--- config.mk ---
export PLATFORM = sky130hd
export DESIGN_NAME = quinary_i2c_address_select
export DESIGN_NICKNAME = d
export VERILOG_FILES = /design/src/rtl/addr_sel_pkg.sv /design/src/rtl/quinary_i2c_address_select.sv /design/src/rtl/level_decode.sv
export SDC_FILE = /design/constraint.sdc
export NUM_CORES = 1
export LEC_CHECK = 0
export BUFFER_PORTS_ARGS = -buffer_cell sky130_fd_sc_hd__buf_2
export CORE_ASPECT_RATIO = 0.7
export CORE_UTILIZATION = 55
export DETAILED_ROUTE_END_ITERATION = 6
export PLACE_DENSITY = 0.85
export SKIP_CTS_REPAIR_TIMING = 1
export SLEW_MARGIN = 20
export SYNTH_ARGS = -nofsm -noshare
export SYNTH_HDL_FRONTEND = slang
export SYNTH_HIERARCHICAL = 1
export SYNTH_SLANG_ARGS = --single-unit
--- constraint.sdc ---
create_clock -name core_clk_i -period 2.8 [get_ports core_clk_i]
set_input_delay 0.28 -clock core_clk_i [delete_from_list [all_inputs] [get_ports core_clk_i]]
set_output_delay 0.28 -clock core_clk_i [all_outputs]
set_load 0.03 [all_outputs]
--- src/rtl/addr_sel_pkg.sv ---
// Constants for the quinary slave-address select block.
// Assumes a single 40 MHz core clock and an asynchronous active-low reset.
package addr_sel_pkg;
   // ==========================================================================
   // Pad level codes
   localparam logic [2:0] LEVEL_GND               = 3'h0;
   localparam logic [2:0] LEVEL_PULLED_DOWN       = 3'h1;
   localparam logic [2:0] LEVEL_FLOATING          = 3'h2;
   localparam logic [2:0] LEVEL_PULLED_UP         = 3'h3;
   localparam logic [2:0] LEVEL_VDD               = 3'h4;
   localparam int         LEVEL_COUNT             = 5;
   localparam int         PAD_COUNT               = 3;
   localparam int         LEVEL_W                 = 3;
   // ==========================================================================
   // Address arithmetic
   localparam int         ADDR_W                  = 7;
   localparam logic [6:0] ADDR_BASE               = 7'h01;
   localparam logic [6:0] RADIX_LOW               = 7'h01;
   localparam logic [6:0] RADIX_MID               = 7'h05;
   localparam logic [6:0] RADIX_HIGH              = 7'h19;
   localparam logic [6:0] ADDR_RESET              = 7'h00;
   // ==========================================================================
   // Timing: pads settle this long after reset release before sampling.
   localparam int         CLK_HZ                  = 40000000;
   localparam int         SETTLE_NS               = 1000;
   localparam int         SETTLE_CYC              = (SETTLE_NS * (CLK_HZ / 1000000)) / 1000;
   localparam logic [7:0] SETTLE_LAST             = 8'(SETTLE_CYC - 1);
   // ==========================================================================
   // Serial frame constants
   localparam logic [3:0] BIT_ACK                 = 4'h8;
   localparam logic [3:0] BIT_ZERO                = 4'h0;
endpackage : addr_sel_pkg

--- src/rtl/quinary_i2c_address_select.sv ---
// Address select and address-match front end of an I2C target LED driver.
// Assumes SCL/SDA are sampled synchronous to the 40 MHz core clock.
// Functional notes
// - The 7-bit address comes only from the three address pads.
// - Each pad resolves to ground, pull-down, floating, pull-up or supply.
// - Pads are sampled and the address latched once the pads settle after reset release.
// - After latching, pads are powered off and not resampled.
// - Address is one plus base-five pad value, high pad most significant.
// - Active-low output enable gates all LED outputs; high turns them off.
// - Active-low hardware reset resets the device and resamples pads.
`timescale 1ns/1ps
`default_nettype none
module quinary_i2c_address_select (
   // Clock and reset.
   input  wire logic                             core_clk_i,
   input  wire logic                             rst_n_i,
   // Address pad level codes from the pad comparators.
   input  wire logic [addr_sel_pkg::LEVEL_W-1:0] addr_pad_low_i,
   input  wire logic [addr_sel_pkg::LEVEL_W-1:0] addr_pad_mid_i,
   input  wire logic [addr_sel_pkg::LEVEL_W-1:0] addr_pad_high_i,
   // Pad bias power control.
   output logic                                  pad_enable_o,
   // Output enable for the LED drivers.
   input  wire logic                             led_enable_n_i,
   output logic                                  led_gate_o,
   // I2C bus.
   input  wire logic                             scl_i,
   input  wire logic                             sda_i,
   output logic                                  sda_o,
   output logic                                  sda_oe_n_o,
   // Status.
   output logic      [addr_sel_pkg::ADDR_W-1:0]  slave_addr_o,
   output logic                                  addr_valid_o,
   output logic                                  addr_match_o
);
   import addr_sel_pkg::*;

   // ===========================================================================
   // Pad sampling sequence
   typedef enum logic [2:0] {
      ST_SETTLE = 3'b001,
      ST_SAMPLE = 3'b010,
      ST_DONE   = 3'b100
   } samp_st_t;

   samp_st_t          st;
   samp_st_t          next_st;
   logic [7:0]        cnt;
   logic [7:0]        next_cnt;
   logic [ADDR_W-1:0] dec_addr;
   logic [ADDR_W-1:0] next_slave_addr;
   logic              next_pad_enable;
   logic              next_addr_valid;

   level_decode u_dec (
      .core_clk_i (core_clk_i),
      .rst_n_i    (rst_n_i),
      .lvl_low_i  (addr_pad_low_i),
      .lvl_mid_i  (addr_pad_mid_i),
      .lvl_high_i (addr_pad_high_i),
      .addr_o     (dec_addr)
   );

   // Waits for the pads to settle, then latches once and powers the pads down on the same edge.
   always_comb begin
      next_st         = st;
      next_cnt        = cnt;
      next_slave_addr = slave_addr_o;
      next_pad_enable = pad_enable_o;
      next_addr_valid = addr_valid_o;
      case (st)
         ST_SETTLE: begin
            next_pad_enable = 1'b1;
            next_cnt        = 8'(cnt + 8'h01);
            if (cnt == SETTLE_LAST) begin
               next_st = ST_SAMPLE;
            end
         end
         ST_SAMPLE: begin
            next_slave_addr = dec_addr;
            next_addr_valid = 1'b1;
            next_pad_enable = 1'b0;
            next_st         = ST_DONE;
         end
         ST_DONE: begin
            next_pad_enable = 1'b0;
         end
         default: begin
            next_st = ST_SETTLE;
         end
      endcase
   end

   // Reset restarts the whole sequence, so pads are resampled.
   always_ff @(posedge core_clk_i or negedge rst_n_i) begin
      if (!rst_n_i) begin
         st           <= ST_SETTLE;
         cnt          <= 8'h00;
         slave_addr_o <= ADDR_RESET;
         pad_enable_o <= 1'b1;
         addr_valid_o <= 1'b0;
      end else begin
         st           <= next_st;
         cnt          <= next_cnt;
         slave_addr_o <= next_slave_addr;
         pad_enable_o <= next_pad_enable;
         addr_valid_o <= next_addr_valid;
      end
   end

   // ===========================================================================
   // LED output gate
   always_ff @(posedge core_clk_i or negedge rst_n_i) begin
      if (!rst_n_i) begin
         led_gate_o <= 1'b0;
      end else begin
         led_gate_o <= ~led_enable_n_i;
      end
   end

   // ===========================================================================
   // Address byte receiver
   typedef enum logic [3:0] {
      BS_IDLE = 4'b0001,
      BS_ADDR = 4'b0010,
      BS_ACK  = 4'b0100,
      BS_SKIP = 4'b1000
   } bus_st_t;

   bus_st_t    bst;
   bus_st_t    next_bst;
   logic       scl_q;
   logic       sda_q;
   logic [3:0] bcnt;
   logic [3:0] next_bcnt;
   logic [7:0] sh;
   logic [7:0] next_sh;
   logic       next_sda_oe_n;
   logic       next_match;
   logic       start_c;
   logic       stop_c;
   logic       rise;
   logic       fall;

   assign start_c = scl_i && scl_q && sda_q && !sda_i;
   assign stop_c  = scl_i && scl_q && !sda_q && sda_i;
   assign rise    = scl_i && !scl_q;
   assign fall    = !scl_i && scl_q;

   // Shifts the first byte after START and drives ACK on a match.
   always_comb begin
      next_bst      = bst;
      next_bcnt     = bcnt;
      next_sh       = sh;
      next_sda_oe_n = sda_oe_n_o;
      next_match    = addr_match_o;
      if (start_c) begin
         next_bst      = addr_valid_o ? BS_ADDR : BS_SKIP;
         next_bcnt     = BIT_ZERO;
         next_sda_oe_n = 1'b1;
         next_match    = 1'b0;
      end else if (stop_c) begin
         next_bst      = BS_IDLE;
         next_sda_oe_n = 1'b1;
      end else begin
         case (bst)
            BS_ADDR: begin
               if (rise) begin
                  next_sh   = {sh[6:0], sda_i};
                  next_bcnt = 4'(bcnt + 4'h1);
               end
               if (fall && bcnt == BIT_ACK) begin
                  if (sh[7:1] == slave_addr_o) begin
                     next_sda_oe_n = 1'b0;
                     next_match    = 1'b1;
                     next_bst      = BS_ACK;
                  end else begin
                     next_bst = BS_SKIP;
                  end
               end
            end
            BS_ACK: begin
               if (fall) begin
                  next_sda_oe_n = 1'b1;
                  next_bst      = BS_IDLE;
               end
            end
            BS_IDLE, BS_SKIP: begin
               next_sda_oe_n = 1'b1;
            end
            default: begin
               next_bst = BS_IDLE;
            end
         endcase
      end
   end

   // Registers the receiver state.
   always_ff @(posedge core_clk_i or negedge rst_n_i) begin
      if (!rst_n_i) begin
         bst          <= BS_IDLE;
         scl_q        <= 1'b1;
         sda_q        <= 1'b1;
         bcnt         <= BIT_ZERO;
         sh           <= 8'h00;
         sda_oe_n_o   <= 1'b1;
         sda_o        <= 1'b0;
         addr_match_o <= 1'b0;
      end else begin
         bst          <= next_bst;
         scl_q        <= scl_i;
         sda_q        <= sda_i;
         bcnt         <= next_bcnt;
         sh           <= next_sh;
         sda_oe_n_o   <= next_sda_oe_n;
         sda_o        <= 1'b0;
         addr_match_o <= next_match;
      end
   end

   // ===========================================================================
   // Checks
   // Latest cycle, counted from the first edge after reset release, for a latched address.
   localparam int LATCH_WAIT_MAX = 60;

   AST_PAD_OFF: assert property (@(posedge core_clk_i) disable iff (!rst_n_i)
      addr_valid_o |-> !pad_enable_o)
      else $error("Pads powered while address latched.");
   AST_LATCH_STABLE: assert property (@(posedge core_clk_i) disable iff (!rst_n_i)
      addr_valid_o && $past(addr_valid_o) |-> $stable(slave_addr_o))
      else $error("Latched address changed.");
   AST_ADDR_RANGE: assert property (@(posedge core_clk_i) disable iff (!rst_n_i)
      addr_valid_o |-> (slave_addr_o >= 7'h01 && slave_addr_o <= 7'h7D))
      else $error("Address out of range.");
   AST_LATCH_TIME: assert property (@(posedge core_clk_i) disable iff (!rst_n_i)
      $rose(rst_n_i) |-> ##[1:LATCH_WAIT_MAX] addr_valid_o)
      else $error("Address not latched in time.");
   AST_GATE: assert property (@(posedge core_clk_i) disable iff (!rst_n_i)
      led_enable_n_i |=> !led_gate_o)
      else $error("LED gate open while enable high.");
   AST_ACK_MATCH: assert property (@(posedge core_clk_i) disable iff (!rst_n_i)
      $fell(sda_oe_n_o) |-> addr_match_o && sh[7:1] == slave_addr_o)
      else $error("ACK without address match.");
   AST_RELEASE: assert property (@(posedge core_clk_i) disable iff (!rst_n_i)
      !addr_valid_o |-> sda_oe_n_o)
      else $error("SDA driven before address latched.");
   AST_DECODE: assert property (@(posedge core_clk_i) disable iff (!rst_n_i)
      st == ST_SAMPLE |=> slave_addr_o == $past(dec_addr))
      else $error("Latched value differs from pad decode.");
endmodule : quinary_i2c_address_select
`default_nettype wire

--- src/rtl/level_decode.sv ---
// Clamps the level codes of three five-level pads and weights them into an address.
// Assumes the pad comparator outputs are synchronous to the core clock.
`timescale 1ns/1ps
`default_nettype none
module level_decode (
   // Clock and reset.
   input  wire logic                             core_clk_i,
   input  wire logic                             rst_n_i,
   // Per-pad level codes.
   input  wire logic [addr_sel_pkg::LEVEL_W-1:0] lvl_low_i,
   input  wire logic [addr_sel_pkg::LEVEL_W-1:0] lvl_mid_i,
   input  wire logic [addr_sel_pkg::LEVEL_W-1:0] lvl_high_i,
   // Registered address.
   output logic      [addr_sel_pkg::ADDR_W-1:0]  addr_o
);
   import addr_sel_pkg::*;

   logic [ADDR_W-1:0] next_addr;

   // Clamps an out-of-range comparator code to the top level.
   function automatic logic [6:0] clamp(input logic [2:0] l);
      clamp = (l > LEVEL_VDD) ? {4'h0, LEVEL_VDD} : {4'h0, l};
   endfunction : clamp

   // Address is one plus the base-five pad value, third pad most significant.
   always_comb begin
      next_addr = 7'(ADDR_BASE + clamp(lvl_high_i) * RADIX_HIGH
                  + clamp(lvl_mid_i) * RADIX_MID + clamp(lvl_low_i) * RADIX_LOW);
   end

   // Registers the decoded address.
   always_ff @(posedge core_clk_i or negedge rst_n_i) begin
      if (!rst_n_i) begin
         addr_o <= ADDR_RESET;
      end else begin
         addr_o <= next_addr;
      end
   end
endmodule : level_decode
`default_nettype wire

==> qor.csv, run 1 <==
metric,value,unit
final_nets,304,
grt_overflow_total,0,
fin_crit,2.71,ns
regArea,1210,um2
maxCapViolations,0,
max_freq,369,MHz
core_area,4480,um2
grt_max_degree,49,
worst_slew_pin_slew,0.675,ns
die_area,5090,um2
wl_per_cell,13.7,um
violations,"DRC, hold timing",
netlist_top_cells_area,"dfrtp_1, ha_1, dfstp_2",
ys_warn_count,6,
antenna_found_initial,0,
cts_sinks,48,
outcome,finished with violations,
seq_area_frac_synth,45.8,%
cp.arrival,2.92,ns
multiInputGateArea,1370,um2
final_cells,321,
cts_buffer_depth,2,
fin_crit_sh,96.9,%
layout-drive-gt1-share,24.4,%
grt_pass1_wl,7710,um
grt_use_met1,26.8,%
synthArstFlopShare,100,%
p_leak,0.00143,uW
ir_worst_vdd,0.000457,V
end_kind,flop,
initialDrtViolationCount,89,
pwr_density_cell,647,nW/um2
finalMaxSlewViolations,0,
worst_setup_path_start_kind,primary input,
post-route-util,66.5,%
required,3.01,ns
yosysTopAreaCell,dfrtp_1,
slew_headroom,54.8,%
hold-worst-slack,-0.0214,ns
synth_nets,271,
met2_usage,32.4,%
path_class,primary input to flop,
ys_types,52,
synthMostInstantiatedCell,dfrtp_1,
top_level_ports,27,
cts_max_level,2,
yosys_register_bits,48,
portBuffers,25,
root_buffer,clkbuf_8,
synth_common_cells,"dfrtp_1, ha_1, xnor2_1, nor2_1, inv_1",
finalHoldViolCount,42,
vias,1754,
dp.cells,313,
crit_path_start,addr_pad_mid_i[0],
vias_per_cell,5.46,
avgSynthCellArea,11.4,um2
route.detailed.drc,2,
syn-instance-count,232,
pre_cts_ws,-0.280,ns
grt_pass1_vias,1743,
worst_slack,0.0882,ns
dp.final_hpwl,3480,um
finClkSkew,0.00736,ns
insertion_delay,0.29,ns
area_delta_synth_final,12.8,%
gp_congestion,0.813,
insertedDiodeCount,0,
initial_core_util,58.9,%
setup_violations,0,
die_y,60.0,um
synthFlopType,dfrtp_1,
mappedNetlistArea,2640,um2
hold_class,primary input to async pin,
cts-buffers-inserted,5,
r2r_start,scl_q,
use_met3,5.11,%
ant_nets,0,
grt_use_total,19.9,%
nFillCells,336,
rsz0062_at_grt,false,
cts_tree,done,
rows,20,
synth_edf_count,0,
grt_busiest_layer,met2,
firstDrtPassIters,6,
fp.dieW,84.8,um
synth_top_area_share,39.8,%
routed_wirelength,4400,um
path_max_fanout,2,
clk_pin_slew,0.09,ns
## layout make-up
| class | instances | share of cell area, % |
|---|---|---|
| Timing Repair Buffer | 30 | 5.54 |
| Clock buffer | 6 | 2.44 |
| Clock inverter | 2 | 1.18 |
| Multi-Input combinational cell | 164 | 45.9 |
| Tap cell | 55 | 2.31 |
| Sequential cell | 48 | 40.6 |
| Inverter | 16 | 2.02 |
## routing by layer
layer	vias up	share of wire, %
met5	-	0
met4	0	1.1
met3	6	5.6
met2	45	45
met1	840	48
li1	863	-
## worst paths after layout
check,to,slack [ns],cells after the start
max reg2reg,sda_oe_n_o,0.91,4
max,u_dec/addr_o[5],0.09,12
min reg2reg,slave_addr_o[3],0.48,1
min,cnt[6],-0.02,1
min in group core_clk_i,led_gate_o,0.12,2
max in group asynchronous,u_dec/addr_o[2],2.44,1
## registers in the layout, summed over array words and instances, names as in the netlist
name / count
bst: 4
cnt: 8
st: 3
sda_q: 1
pad_enable_o: 1
bcnt: 4
scl_q: 1
led_gate_o: 1
addr_valid_o: 1
sh: 8
slave_addr_o: 7
sda_oe_n_o: 1
u_dec/addr_o: 7
addr_match_o: 1
## cell families (layout without fill, tap and decap cells)
| kind of cell | Yosys count | after routing | share of synthesized area (%) |
|---|---|---|---|
| AO/OA/AOI/OAI | 30 | 30 | 7.73 |
| buffers and inverters | 20 | 54 | 3.03 |
| adder cells (fa/ha/maj) | 25 | 25 | 12.7 |
| XOR/XNOR | 28 | 28 | 9.29 |
| other | 1 | 1 | 0.142 |
| flip-flops | 48 | 48 | 45.8 |
| multiplexers | 17 | 17 | 7.25 |
| AND/OR/NAND/NOR | 63 | 63 | 14.1 |
## worst max-delay path: stages
cell and delay, ns:
buf_2 0.09, nor2b_2 0.15, ha_1 0.28, ha_1 0.29, ha_1 0.27, inv_1 0.05, fa_1 0.55, inv_2 0.07
fa_2 0.39, a21o_1 0.19, a21oi_1 0.17, xnor2_1 0.14
## per-stage QoR
stage	instance area (um2)	setup TNS [ns]	total power, uW
4_1_cts	2960	0	1930
3_5_place_dp	2860	-0.647	1450
2_1_floorplan	2650	0	1280
6_report	2980	0	1930
5_1_grt	2980	0	2040
3_3_place_gp	2860	-0.384	1420
## report_power, final
part / switching, uW / internal (uW)
combinational: 315 / 244
clock: 219 / 265
sequential: 86.6 / 796
total: 621 / 1310
## cell usage in the layout (no fill, tap or decap), types with 2 or more instances in the layout
| cell type | count |
|---|---|
| nand4b_1 | 2 |
| mux2_1 | 9 |
| a21o_1 | 2 |
| buf_2 | 24 |
| clkbuf_8 | 5 |
| xor2_1 | 10 |
| inv_1 | 15 |
| mux2_2 | 8 |
| o21ai_0 | 4 |
| nor2_1 | 17 |
| dfrtp_1 | 42 |
| fa_1 | 2 |
| xnor2_1 | 18 |
| a21oi_1 | 6 |
| nand2_1 | 9 |
| nor3b_2 | 2 |
| and3_1 | 3 |
| o21ai_1 | 5 |
| nand3_1 | 7 |
| dfstp_2 | 6 |
| nand2b_1 | 3 |
| ha_1 | 21 |
| nor2b_1 | 5 |
| buf_4 | 6 |
Power figures use the tool's default switching activity.
==> run 2: changes to the inputs <==
Settings changed: CTS_CLUSTER_SIZE from default to 14, SETUP_SLACK_MARGIN from default to 0.4.
==> qor.csv, run 2 (same netlist as run 1, synthesis figures left out) <==
metric,value,unit
finalMaxSlewViolations,0,
switching_power,627,uW
cts_max_level,2,
path_max_fanout,2,
cts_buffer_depth,2,
cpPeakStageDelay,0.51,ns
max_freq,398,MHz
p_int,1370,uW
path_cells,"buf_2, nor2b_4, ha_4, ha_4, ha_4, inv_2, fa_1, inv_2, fa_2, a21o_1, a21oi_2, xnor2_1",
vias_per_cell,5.50,
crit_family,adder cells,
grt_max_degree,49,
area_delta_synth_final,15.5,%
final_nets,300,
dp.final_hpwl,3250,um
die_area,5090,um2
wl_per_cell,14.5,um
grt_overflow_total,0,
grt_pass1_vias,1634,
hold_class,primary input to async pin,
reg_top3,"cnt: 8 flops, sh: 8 flops",
gp_congestion,0.874,
insertedDiodeCount,0,
pwr_density_cell,655,nW/um2
route.detailed.drc,0,
worst_setup_path_start_kind,primary input,
final_cell_mix,"dfrtp_1, buf_2, xnor2_1",
slew_headroom,55.9,%
cp.buffers_inverters,3,
ant_nets,0,
worst_slew_pin_slew,0.658,ns
fp.dieW,84.8,um
violations,hold timing,
grt_pass1_wl,7560,um
portBuffers,25,
total_power,2000,uW
outcome,finished with violations,
maxCapViolations,0,
finClkSkew,0.00427,ns
setup_violations,0,
initial_core_util,58.9,%
cp.arrival,2.73,ns
end_kind,flop,
cpMaxStageDelayCell,fa_1,
root_buffer,clkbuf_8,
hold-worst-slack,-0.0245,ns
path_class,primary input to flop,
setup_tns,0,ns
required,3.02,ns
comb_power_share,29.0,%
p_seq_share,44.3,%
layout-drive-gt1-share,26.7,%
vias,1744,
ir_worst_vdd,0.000253,V
grt_use_total,19.5,%
die_y,60.0,um
cts_sinks,48,
routed_wirelength,4600,um
rsz0062_at_grt,true,
switching_share,31.5,%
insertion_delay,0.30,ns
path_common_cell,ha_4,
finalHoldViolCount,42,
clockPowerShare,26.7,%
antenna_found_initial,0,
rows,20,
core_area,4480,um2
fin_crit,2.51,ns
final_common_cell,dfrtp_1,
fin_crit_sh,89.7,%
cts-buffers-inserted,5,
initialDrtViolationCount,76,
p_leak,0.00143,uW
firstDrtPassIters,6,
clk_pin_slew,0.08,ns
cts_tree,done,
top_level_ports,27,
run 2: final cells by class:
| cell class | instances | area [um2] |
|---|---|---|
| fillers | 324 | 1430 |
| multi-input cells | 164 | 1430 |
| repair buffers | 26 | 150 |
| clock buffers | 7 | 96.3 |
| flip-flops and latches | 48 | 1210 |
| inverters | 16 | 60.1 |
| clock inverters | 1 | 30.0 |
| well taps | 55 | 68.8 |
run 2: metrics by stage:
step	worst slack [ns]	area, um2	hold slack (ns)	util (%)	std cells
after floorplan	0.209	2670	-0.0156	-	232
after global placement	0.0482	2840	0.428	63.5	308
after detailed placement	0.0294	2840	0.437	63.5	308
after CTS	0.324	2970	0.116	66.3	316
after global routing	0.225	3050	0.0164	68.0	317
final	0.288	3050	-0.0245	68.0	317
run 2: metal layers:
metal | GRT usage [%] | wire length (um) | up-vias | share of wire, %
li1 | - | - | 853 | -
met1 | 27.9 | 2330 | 839 | 51
met2 | 30.0 | 1970 | 41 | 43
met3 | 5.52 | 214 | 11 | 4.6
met4 | 4.36 | 88 | 0 | 1.9
met5 | 0 | 0 | - | 0
run 2: path summary, 6_finish.rpt:
kind,startpoint,to,slack [ns],cells past startpoint
worst max register to register,scl_q,sda_oe_n_o,0.91,4
worst min register to register,u_dec/addr_o[1],slave_addr_o[1],0.48,1
min in group core_clk_i,led_enable_n_i,led_gate_o,0.12,2
worst min-delay path,rst_n_i,cnt[6],-0.02,1
worst max-delay path,addr_pad_mid_i[0],u_dec/addr_o[5],0.29,12
max in group asynchronous,rst_n_i,slave_addr_o[0],2.43,1
run 2: power by group through the flow:
stage | clock, uW | sequential (uW) | combinational (uW)
2_1_floorplan | 0 | 955 | 334
3_3_place_gp | 0 | 896 | 528
3_5_place_dp | 0 | 898 | 539
4_1_cts | 545 | 885 | 545
5_1_grt | 574 | 900 | 637
6_report | 533 | 884 | 579
